==> src/adc_seq_pkg.sv <==
// constants and types shared by the converter control block
// Behaviour
// - single conversion gives 12-bit unsigned, refreshed each time
// - justify bit picks right or left alignment of single results; sums stay right aligned
// - unused result bits always read zero
// - accumulated sum updates after final series conversion
// - accumulate 4, 8 or 16 samples by field
// - conversion spans at least 13 SAR clocks
// - conversion adds two system clock cycles
// - startup delay is (field plus one) times 200ns
// - burst off: power follows enable bit
// - burst on, enabled: converter stays powered
// - burst on, disabled: power up per start
// - tracking mode field selects post, pre, dual
// - post-track time 2..16 SAR clocks plus two
// - window compare on each result sets flag
// - limit ordering selects inside or outside window
// - window flag readable for polling
package adc_seq_pkg;
   // register indices, byte address is four times the index
   localparam logic [7:0] IDX_TRACK = 8'hBA;
   localparam logic [7:0] IDX_CFG   = 8'hBC;
   localparam logic [7:0] IDX_RES_H = 8'hBD;
   localparam logic [7:0] IDX_RES_L = 8'hBE;
   localparam logic [7:0] IDX_GT_L  = 8'hC3;
   localparam logic [7:0] IDX_GT_H  = 8'hC4;
   localparam logic [7:0] IDX_LT_L  = 8'hC5;
   localparam logic [7:0] IDX_LT_H  = 8'hC6;
   localparam logic [7:0] IDX_CTRL  = 8'hE8;
   // reset values
   localparam logic [7:0]  TRACK_RST = 8'hFF;
   localparam logic [1:0]  RPT_RST   = 2'h0;
   localparam logic [15:0] GT_RST    = 16'hFFFF;
   localparam logic [15:0] LT_RST    = 16'h0000;
   // control register bit positions
   localparam int CTRL_EN_BIT    = 7;
   localparam int CTRL_BURST_BIT = 6;
   localparam int CTRL_DONE_BIT  = 5;
   localparam int CTRL_START_BIT = 4;
   localparam int CTRL_WIN_BIT   = 3;
   localparam int CTRL_LJ_BIT    = 2;
   // config and tracking field positions
   localparam int CFG_RPT_LSB = 1;
   localparam int TRK_PWR_LSB = 4;
   localparam int TRK_TM_LSB  = 2;
   localparam int TRK_TK_LSB  = 0;
   // timing
   localparam int CLK_HZ       = 100_000_000;
   localparam int CLK_NS       = 10;
   localparam int SAR_MAX_HZ   = 3_600_000;
   localparam int SAR_DIV      = (CLK_HZ + SAR_MAX_HZ - 1) / SAR_MAX_HZ;
   localparam int SAR_HALF     = SAR_DIV / 2;
   localparam int PWR_UNIT_NS  = 200;
   localparam int PWR_UNIT_CYC = (PWR_UNIT_NS + CLK_NS - 1) / CLK_NS;
   localparam int CONV_SAR     = 13;
   localparam int EDGE_CYC     = 2;
   localparam int CONV_CYC     = CONV_SAR * SAR_DIV + EDGE_CYC;
   // tracking mode codes
   typedef enum logic [1:0] {
      TM_RSVD = 2'h0,
      TM_POST = 2'h1,
      TM_PRE  = 2'h2,
      TM_DUAL = 2'h3
   } track_mode_t;
endpackage

==> src/adc_window_cmp.sv <==
// window comparator on a formatted 16-bit result
module adc_window_cmp (
   input  wire logic [15:0] value,
   input  wire logic [15:0] greater_limit,
   input  wire logic [15:0] less_limit,
   output logic             match
);
   // limit ordering alone picks inside or outside detection
   always_comb begin
      // inside window when less limit is higher
      if (less_limit > greater_limit) begin
         match = (value > greater_limit) && (value < less_limit);
      end else begin
         match = (value > greater_limit) || (value < less_limit);
      end
   end
endmodule

==> src/adc_conv_sequencer.sv <==
// power, tracking and conversion timing toward the analog core
module adc_conv_sequencer (
   input  wire logic        clk_sys,
   input  wire logic        rstn,
   input  wire logic        start,         // one-cycle start request
   input  wire logic        conv_enable,
   input  wire logic        burst_enable,
   input  wire logic [3:0]  pwr_code,
   input  wire logic [1:0]  track_mode,
   input  wire logic [1:0]  track_code,
   input  wire logic [11:0] core_data,     // from the analog core
   output logic             sar_clk,
   output logic             core_power,
   output logic             core_track,
   output logic             core_convert,
   output logic [11:0]      sample,
   output logic             sample_valid,
   output logic             busy
);
   // one-hot sequencer states
   typedef enum logic [3:0] {
      S_IDLE  = 4'b0001,
      S_PWRUP = 4'b0010,
      S_TRACK = 4'b0100,
      S_CONV  = 4'b1000
   } seq_state_t;

   typedef struct packed {
      seq_state_t  state;
      logic [9:0]  cnt;      // cycles left in current phase
      logic [4:0]  div;      // sar clock divider
      logic        sclk;
      logic [11:0] sync1;    // first stage, read only by sync2
      logic [11:0] sync2;
      logic [11:0] sample;
      logic        valid;
   } seq_regs_t;

   seq_regs_t r;
   seq_regs_t nxt;

   // post-track count load, its length in system cycles minus one
   function automatic logic [9:0] post_cycles(input logic [1:0] code);
      int n;
      n = (2 << code) * adc_seq_pkg::SAR_DIV + adc_seq_pkg::EDGE_CYC;
      return 10'(n - 1);
   endfunction

   // first phase after a start or power-up
   function automatic seq_state_t first_state(input logic [1:0] mode);
      // pre-tracking already tracked, convert at once
      if (mode == adc_seq_pkg::TM_PRE)
         return S_CONV;
      return S_TRACK;
   endfunction

   // matching count for that phase
   function automatic logic [9:0] first_cnt(input logic [1:0] mode,
                                            input logic [1:0] code);
      if (mode == adc_seq_pkg::TM_PRE)
         return 10'(adc_seq_pkg::CONV_CYC - 1);
      return post_cycles(code);
   endfunction

   // next-state logic
   always_comb begin
      nxt = r;
      nxt.valid = 1'b0;
      nxt.sync1 = core_data;
      nxt.sync2 = r.sync1;
      // free-running sar clock, kept under its maximum rate
      if (r.div == 5'(adc_seq_pkg::SAR_HALF - 1)) begin
         nxt.div = 5'h00;
         nxt.sclk = ~r.sclk;
      end else begin
         nxt.div = r.div + 5'h01;
      end
      if (r.cnt != 10'h000)
         nxt.cnt = r.cnt - 10'h001;
      unique case (r.state)
         S_IDLE: begin
            // converter fully off ignores starts
            if (start && (conv_enable || burst_enable)) begin
               if (burst_enable && !conv_enable) begin
                  nxt.state = S_PWRUP;
                  nxt.cnt = 10'((int'(pwr_code) + 1)
                                * adc_seq_pkg::PWR_UNIT_CYC - 1);
               end else begin
                  nxt.state = first_state(track_mode);
                  nxt.cnt = first_cnt(track_mode, track_code);
               end
            end
         end
         S_PWRUP: begin
            if (r.cnt == 10'h000) begin
               nxt.state = first_state(track_mode);
               nxt.cnt = first_cnt(track_mode, track_code);
            end
         end
         S_TRACK: begin
            // post-track sar periods plus two cycles
            if (r.cnt == 10'h000) begin
               nxt.state = S_CONV;
               nxt.cnt = 10'(adc_seq_pkg::CONV_CYC - 1);
            end
         end
         S_CONV: begin
            // thirteen sar clocks plus two cycles
            if (r.cnt == 10'h000) begin
               nxt.state = S_IDLE;
               nxt.sample = r.sync2;
               nxt.valid = 1'b1;
            end
         end
      endcase
   end

   // state register
   always_ff @(posedge clk_sys or negedge rstn) begin
      if (!rstn) begin
         r <= '{state: S_IDLE, default: '0};
      end else begin
         r <= nxt;
      end
   end

   // power follows enable unless a burst is running
   assign core_power = burst_enable ? (conv_enable || r.state != S_IDLE)
                                    : conv_enable;
   // idle tracking only in pre and dual modes
   assign core_track = (r.state == S_TRACK) ||
                       (r.state == S_IDLE && core_power &&
                        track_mode[1]);
   assign core_convert = (r.state == S_CONV);
   assign sar_clk      = r.sclk;
   assign sample       = r.sample;
   assign sample_valid = r.valid;
   assign busy         = (r.state != S_IDLE);
endmodule

==> src/adc_sequencer_window_detect.sv <==
// register file, result formatting, accumulation and window flag
module adc_sequencer_window_detect (
   input  wire logic        clk_sys,
   input  wire logic        rstn,
   // avalon-mm slave, byte address
   input  wire logic [9:0]  avs_address,
   input  wire logic        avs_read,
   input  wire logic        avs_write,
   input  wire logic [31:0] avs_writedata,
   output logic [31:0]      avs_readdata,
   output logic             avs_waitrequest,
   // analog core side
   input  wire logic [11:0] core_data,
   output logic             sar_clk,
   output logic             core_power,
   output logic             core_track,
   output logic             core_convert,
   // status toward the system
   output logic             window_match_flag,
   output logic             conv_busy
);
   typedef struct packed {
      logic [7:0]  tracking_config_reg;
      logic        converter_enable;
      logic        burst_mode_enable;
      logic        left_justify_sel;
      logic        done_flag;        // series complete
      logic        win_flag;         // window match
      logic [1:0]  repeat_count_sel;
      logic [15:0] greater_limit;
      logic [15:0] less_limit;
      logic [15:0] result;           // shown as high and low bytes
      logic [15:0] acc;
      logic [3:0]  acc_cnt;          // samples taken in series
      logic        start;            // start pulse to sequencer
      logic        ack;              // bus answer phase
      logic [7:0]  rdata;
   } top_regs_t;

   top_regs_t r;
   top_regs_t nxt;

   logic [11:0] sample;
   logic        sample_valid;
   logic        seq_busy;
   logic [15:0] sum;
   logic [15:0] fmt_value;
   logic        last;
   logic        match;
   logic [7:0]  idx;
   logic        req;

   // samples per series for a repeat code
   function automatic logic [4:0] series_len(input logic [1:0] code);
      // codes 1..3 give 4, 8, 16
      if (code == 2'h0)
         return 5'h01;
      return 5'(5'h02 << code);
   endfunction

   // formatted result for the result registers
   function automatic logic [15:0] format_result(input logic [1:0] code,
                                                 input logic lj,
                                                 input logic [15:0] s);
      if (code != 2'h0)
         return s;
      // left alignment puts data in upper twelve bits
      if (lj)
         return {s[11:0], 4'h0};
      // right aligned with upper nibble zero
      return {4'h0, s[11:0]};
   endfunction

   assign idx  = avs_address[9:2];
   assign req  = avs_read || avs_write;
   // sum restarts from zero on the first sample
   assign sum  = ((r.acc_cnt == 4'h0) ? 16'h0000 : r.acc)
                 + {4'h0, sample};
   assign last = ({1'b0, r.acc_cnt} ==
                  series_len(r.repeat_count_sel) - 5'h01);
   assign fmt_value = format_result(r.repeat_count_sel,
                                    r.left_justify_sel, sum);

   // window compared against the value about to be shown
   adc_window_cmp u_window (
      .value         (fmt_value),
      .greater_limit (r.greater_limit),
      .less_limit    (r.less_limit),
      .match         (match)
   );

   // power and timing toward the core
   adc_conv_sequencer u_seq (
      .clk_sys      (clk_sys),
      .rstn         (rstn),
      .start        (r.start),
      .conv_enable  (r.converter_enable),
      .burst_enable (r.burst_mode_enable),
      .pwr_code     (r.tracking_config_reg[adc_seq_pkg::TRK_PWR_LSB +: 4]),
      .track_mode   (r.tracking_config_reg[adc_seq_pkg::TRK_TM_LSB +: 2]),
      .track_code   (r.tracking_config_reg[adc_seq_pkg::TRK_TK_LSB +: 2]),
      .core_data    (core_data),
      .sar_clk      (sar_clk),
      .core_power   (core_power),
      .core_track   (core_track),
      .core_convert (core_convert),
      .sample       (sample),
      .sample_valid (sample_valid),
      .busy         (seq_busy)
   );

   // bus, register and accumulation next state
   always_comb begin
      nxt = r;
      nxt.start = 1'b0;
      // one wait state: capture in first cycle, answer in second
      nxt.ack = req && !r.ack;
      if (req && !r.ack) begin
         unique case (idx)
            adc_seq_pkg::IDX_TRACK: nxt.rdata = r.tracking_config_reg;
            adc_seq_pkg::IDX_CTRL: begin
               nxt.rdata = 8'h00;
               nxt.rdata[adc_seq_pkg::CTRL_EN_BIT] = r.converter_enable;
               nxt.rdata[adc_seq_pkg::CTRL_BURST_BIT] = r.burst_mode_enable;
               nxt.rdata[adc_seq_pkg::CTRL_DONE_BIT] = r.done_flag;
               nxt.rdata[adc_seq_pkg::CTRL_START_BIT] = seq_busy;
               nxt.rdata[adc_seq_pkg::CTRL_WIN_BIT] = r.win_flag;
               nxt.rdata[adc_seq_pkg::CTRL_LJ_BIT] = r.left_justify_sel;
            end
            adc_seq_pkg::IDX_CFG:
               nxt.rdata = {5'h00, r.repeat_count_sel, 1'b0};
            // unused bits are zero in the stored result
            adc_seq_pkg::IDX_RES_H: nxt.rdata = r.result[15:8];
            adc_seq_pkg::IDX_RES_L: nxt.rdata = r.result[7:0];
            adc_seq_pkg::IDX_GT_H:  nxt.rdata = r.greater_limit[15:8];
            adc_seq_pkg::IDX_GT_L:  nxt.rdata = r.greater_limit[7:0];
            adc_seq_pkg::IDX_LT_H:  nxt.rdata = r.less_limit[15:8];
            adc_seq_pkg::IDX_LT_L:  nxt.rdata = r.less_limit[7:0];
            // unmapped reads answer zero
            default: nxt.rdata = 8'h00;
         endcase
      end
      // writes land on the answering edge
      if (avs_write && r.ack) begin
         unique case (idx)
            adc_seq_pkg::IDX_TRACK:
               nxt.tracking_config_reg = avs_writedata[7:0];
            adc_seq_pkg::IDX_CTRL: begin
               nxt.converter_enable =
                  avs_writedata[adc_seq_pkg::CTRL_EN_BIT];
               nxt.burst_mode_enable =
                  avs_writedata[adc_seq_pkg::CTRL_BURST_BIT];
               nxt.done_flag = avs_writedata[adc_seq_pkg::CTRL_DONE_BIT];
               nxt.win_flag = avs_writedata[adc_seq_pkg::CTRL_WIN_BIT];
               nxt.left_justify_sel =
                  avs_writedata[adc_seq_pkg::CTRL_LJ_BIT];
               nxt.start = avs_writedata[adc_seq_pkg::CTRL_START_BIT];
            end
            adc_seq_pkg::IDX_CFG: begin
               nxt.repeat_count_sel =
                  avs_writedata[adc_seq_pkg::CFG_RPT_LSB +: 2];
               // new repeat setting opens a fresh series
               nxt.acc_cnt = 4'h0;
            end
            adc_seq_pkg::IDX_GT_H:
               nxt.greater_limit[15:8] = avs_writedata[7:0];
            adc_seq_pkg::IDX_GT_L:
               nxt.greater_limit[7:0] = avs_writedata[7:0];
            adc_seq_pkg::IDX_LT_H:
               nxt.less_limit[15:8] = avs_writedata[7:0];
            adc_seq_pkg::IDX_LT_L:
               nxt.less_limit[7:0] = avs_writedata[7:0];
            // unmapped writes are dropped
            default: ;
         endcase
      end
      // sample arrival, after the bus so a hardware set beats a clear
      if (sample_valid) begin
         if (last) begin
            // results change only when the series ends
            nxt.result = fmt_value;
            nxt.acc_cnt = 4'h0;
            nxt.done_flag = 1'b1;
            // compare each new result, set on match
            if (match)
               nxt.win_flag = 1'b1;
         end else begin
            // sixteen 12-bit samples fit in 16 bits
            nxt.acc = sum;
            nxt.acc_cnt = r.acc_cnt + 4'h1;
         end
      end
   end

   // state register
   always_ff @(posedge clk_sys or negedge rstn) begin
      if (!rstn) begin
         r <= '{tracking_config_reg: adc_seq_pkg::TRACK_RST,
                repeat_count_sel: adc_seq_pkg::RPT_RST,
                greater_limit: adc_seq_pkg::GT_RST,
                less_limit: adc_seq_pkg::LT_RST,
                default: '0};
      end else begin
         r <= nxt;
      end
   end

   // bus answer stands in the cycle after capture
   assign avs_waitrequest   = req && !r.ack;
   assign avs_readdata      = {24'h000000, r.rdata};
   assign window_match_flag = r.win_flag;
   assign conv_busy         = seq_busy;
endmodule

==> config.mk <==
export PLATFORM = sky130hd
export DESIGN_NAME = adc_sequencer_window_detect
export DESIGN_NICKNAME = d
export VERILOG_FILES = /design/src/adc_seq_pkg.sv /design/src/adc_window_cmp.sv /design/src/adc_conv_sequencer.sv /design/src/adc_sequencer_window_detect.sv
export SDC_FILE = /design/constraint.sdc
export NUM_CORES = 1
export LEC_CHECK = 0
export BUFFER_PORTS_ARGS = -buffer_cell sky130_fd_sc_hd__buf_2
export CAP_MARGIN = 25
export CORE_MARGIN = 4
export CORE_UTILIZATION = 55
export DETAILED_ROUTE_END_ITERATION = 6
export GPL_TIMING_DRIVEN = 0
export MAX_ROUTING_LAYER = met4
export PLACE_DENSITY = 0.75
export SYNTH_ARGS = -nofsm -noshare
export SYNTH_HDL_FRONTEND = slang
export SYNTH_SLANG_ARGS = --single-unit
==> constraint.sdc <==
create_clock -name clk_sys -period 5.77 [get_ports clk_sys]
set_input_delay 0.8655 -clock clk_sys [delete_from_list [all_inputs] [get_ports clk_sys]]
set_output_delay 0.8655 -clock clk_sys [all_outputs]
set_load 0.005 [all_outputs]
==> flow_metrics.tcl <==
set metrics [dict create \
    cp_num_cells 21 \
    io_buffers 46 \
    synth_cell_types 84 \
    detailed_place_hpwl_mm 17.9 \
    hold_path_depth 0 \
    reg2regPathDepth 21 \
    die_h_um 139 \
    async_flop_share_pct 100 \
    min_path_type "flip-flop to flip-flop" \
    clk_pin_slew_worst_paths_ps 70 \
    grt.total_usage_pct 25.4 \
    yosysSeqAreaShare_pct 39.8 \
    cp_cell_sequence "inv_1 -> ha_1 -> nand2_1 -> clkbuf_1 -> and2_1 -> ha_1 -> inv_1 -> fa_1 -> nor2b_1 -> o21a_1 -> o21ai_2 -> a211o_1 -> a21oi_1 -> o221ai_1 -> ha_1 -> nand4_1 -> nor3_1 -> o31ai_1 -> a22o_1 -> a221o_1 -> o21ai_0" \
    ys_ff_latch 150 \
    fin_crit_sh_pct 94.1 \
    syn_avg_cell_area_um2 9.46 \
    yosys_warnings 0 \
    utilization_pct 63.8 \
    critPathSlowestCell "dfrtp_1" \
    drt-pass1-iter-count 6 \
    relSlewSlack_pct 45.6 \
    cpLargestDelayFamily "compound AO/OA/AOI/OAI gates" \
    path_class "flip-flop to flip-flop" \
    rrSetupSlack_ps 340 \
    hold_viol 0 \
    post_cts_resized 0 \
    timing.rr.end "window_match_flag" \
    syn_area_um2 9510 \
    syn_inst 1005 \
    outcome "finished clean" \
    power.switching_mw 0.712 \
    htree_levels 4 \
    ioPinCount 97 \
    hp-start "u_seq.nxt[17]" \
    place_area_um2 10100 \
    synthFlopType "dfrtp_1" \
    drt-initial-drc-count 671 \
    drtAntennaViolNets 0 \
    crit_top_cell "ha_1" \
    startpoint_type "flip-flop" \
    layout_commonest_cell "nand2_1" \
    cts_buffer_depth 2 \
    critPathRequiredTime_ps 6120 \
    p_leak_nw 5.19 \
    ir_drop_mv 0.246 \
    root_buffer "clkbuf_16" \
    fillCellCount 1432 \
    setup_viol 0 \
    area_growth_pct 12.5 \
    rsz0062_at_grt "false" \
    tightest_slew_ps 810 \
    final_cell_mix "nand2_1, dfrtp_1, ha_1, o21ai_0" \
    intPower_mw 1.88 \
    cts_buffers 17 \
    die_width_um 139 \
    slowest_delay_ps 460 \
    die-area_um2 19500 \
    grt_max_degree 84 \
    gp_congestion 0.947 \
    p_comb_share_pct 13.2 \
    setup_tns_ps 0 \
    antenna_found_initial 0 \
    clockPowerShare_pct 41.1 \
    synth_edf_count 0 \
    core_area_um2 16800 \
    cts_tree "built" \
    grt_pass1_wl_mm 38.5 \
    layout-drive-gt1-share_pct 19.1 \
    swShare_pct 27.5 \
    hold_end "u_seq.r[17]" \
    cts_setup_buffers 0 \
    period_needed_ps 5430 \
    dp_cells 1295 \
    grt_pass1_vias 7296 \
    ff_latch_area_um2 3780 \
    grt_overflow_total 0 \
    clk_latency_ps 430 \
    fin_cells 1327 \
    power_frac_seq_pct 45.7 \
    drv_slew 0 \
    worstPathArrival_ps 5780 \
    holdBufCountCts 0 \
    crit_fanout 10 \
    rows 47 \
    start_util_pct 56.7 \
    viasPerCell 5.84 \
    fmax_mhz 184 \
    layout.nets 1235 \
    finalClockSkew_ps 9.91 \
    clock_sinks 150 \
    r2r_start "r[10]" \
    drc 0 \
    power_density_nw_per_um2 242 \
    antennaDiodeCount 0 \
    multi_input_area_um2 5180 \
    crit_buf_inv 3 \
    critPathCaptureType "flip-flop" \
    avgRoutedWirePerCell_um 17.9 \
    wirelength_mm 23.8 \
    max_cap_violations 0 \
    vias 7744 \
    design_area_um2 10700 \
]
==> power groups by stage <==
| stage | clock [mW] | combinational [mW] | sequential [mW] |
|---|---|---|---|
| floorplan | 0 | 0.244 | 1.18 |
| global placement | 0 | 0.327 | 1.20 |
| detailed placement | 0 | 0.339 | 1.20 |
| CTS | 1.08 | 0.340 | 1.18 |
| global route | 1.12 | 0.385 | 1.19 |
| finish | 1.06 | 0.341 | 1.18 |
==> metal layers <==
metal	up-vias	global-route usage [%]	part of all wire, %
met5	-	-	0
met3	55	7.72	8.3
met1	3687	32.4	42
met4	0	8.24	2.9
li1	3697	-	-
met2	305	39.0	47
==> cell type report <==
class | instances | share of cell area, %
buffer | 69 | 3.87
clock buffer | 18 | 4.11
clock inverter | 14 | 1.18
inverter | 58 | 2.04
multi-input combinational | 751 | 48.4
sequential | 150 | 35.4
tap | 220 | 2.57
timing repair buffer | 47 | 2.47
==> worst max path at each step <==
stage,startpoint,endpoint,slack (ps)
after floorplan,r[10],window_match_flag,1500
after global placement,r[10],window_match_flag,540
after detailed placement,r[10],window_match_flag,500
after CTS,r[10],window_match_flag,400
after global routing,r[10],window_match_flag,50
final,r[10],window_match_flag,340
==> cells in the mapped netlist, types with 3 or more instances <==
library cell | number | share of area (%)
a211o_1 | 4 | 0.37
a211oi_1 | 6 | 0.47
a21o_1 | 18 | 1.4
a21oi_1 | 49 | 2.6
a221o_1 | 5 | 0.53
a221oi_1 | 8 | 0.74
a22o_1 | 4 | 0.37
a22oi_1 | 10 | 0.79
a31oi_1 | 9 | 0.59
and2_1 | 18 | 1.2
and3_1 | 6 | 0.39
and3b_1 | 3 | 0.28
buf_2 | 9 | 0.47
buf_4 | 34 | 2.7
clkbuf_1 | 23 | 0.91
dfrtp_1 | 125 | 33
dfstp_2 | 25 | 6.9
ha_1 | 81 | 11
inv_1 | 56 | 2.2
mux2_2 | 41 | 4.9
mux2i_1 | 12 | 1.3
nand2_1 | 134 | 5.3
nand2b_1 | 7 | 0.46
nand3_1 | 18 | 0.95
nand3b_1 | 3 | 0.24
nand4_1 | 9 | 0.59
nor2_1 | 56 | 2.2
nor2b_1 | 12 | 0.79
nor3_1 | 20 | 1.1
nor3_2 | 3 | 0.32
nor3b_1 | 3 | 0.24
o211a_1 | 4 | 0.42
o211ai_1 | 4 | 0.32
o21a_1 | 10 | 0.79
o21ai_0 | 70 | 3.7
o221ai_1 | 3 | 0.28
o22ai_1 | 7 | 0.46
o31a_1 | 3 | 0.28
o31ai_1 | 4 | 0.32
o32a_1 | 5 | 0.53
or3_1 | 6 | 0.39
xnor2_1 | 16 | 1.5
xor2_1 | 11 | 1.0
==> metrics by stage <==
| step | hold slack [ps] | worst slack (ps) | total power, mW |
|---|---|---|---|
| after floorplan | 331 | 1500 | 1.43 |
| after global placement | 332 | 543 | 1.52 |
| after detailed placement | 335 | 503 | 1.54 |
| after CTS | 347 | 404 | 2.60 |
| after global routing | 356 | 51.8 | 2.70 |
| final | 346 | 339 | 2.59 |
==> registers in the layout, indices dropped and copies added, names as in the netlist <==
signal,cells
avs_readdata,8
r,84
u_seq.nxt,12
u_seq.r,31
u_seq.sample,12
u_seq.sample_valid,1
u_seq.sar_clk,1
window_match_flag,1
==> logic make-up (layout without fill, tap and decap cells) <==
logic type / count (synthesis) / in the layout / share of synthesized area (%)
and+or+nand+nor: 315 / 315 / 16.0
AOI/OAI and AO/OA: 247 / 247 / 17.4
DFF: 150 / 150 / 39.8
buffers and inverters: 127 / 206 / 6.65
adders and majority gates: 83 / 83 / 11.1
muxes: 54 / 54 / 6.28
xor gates and xnor gates: 28 / 28 / 2.66
other: 1 / 24 / 0.0394
Power figures use the tool's default switching activity.
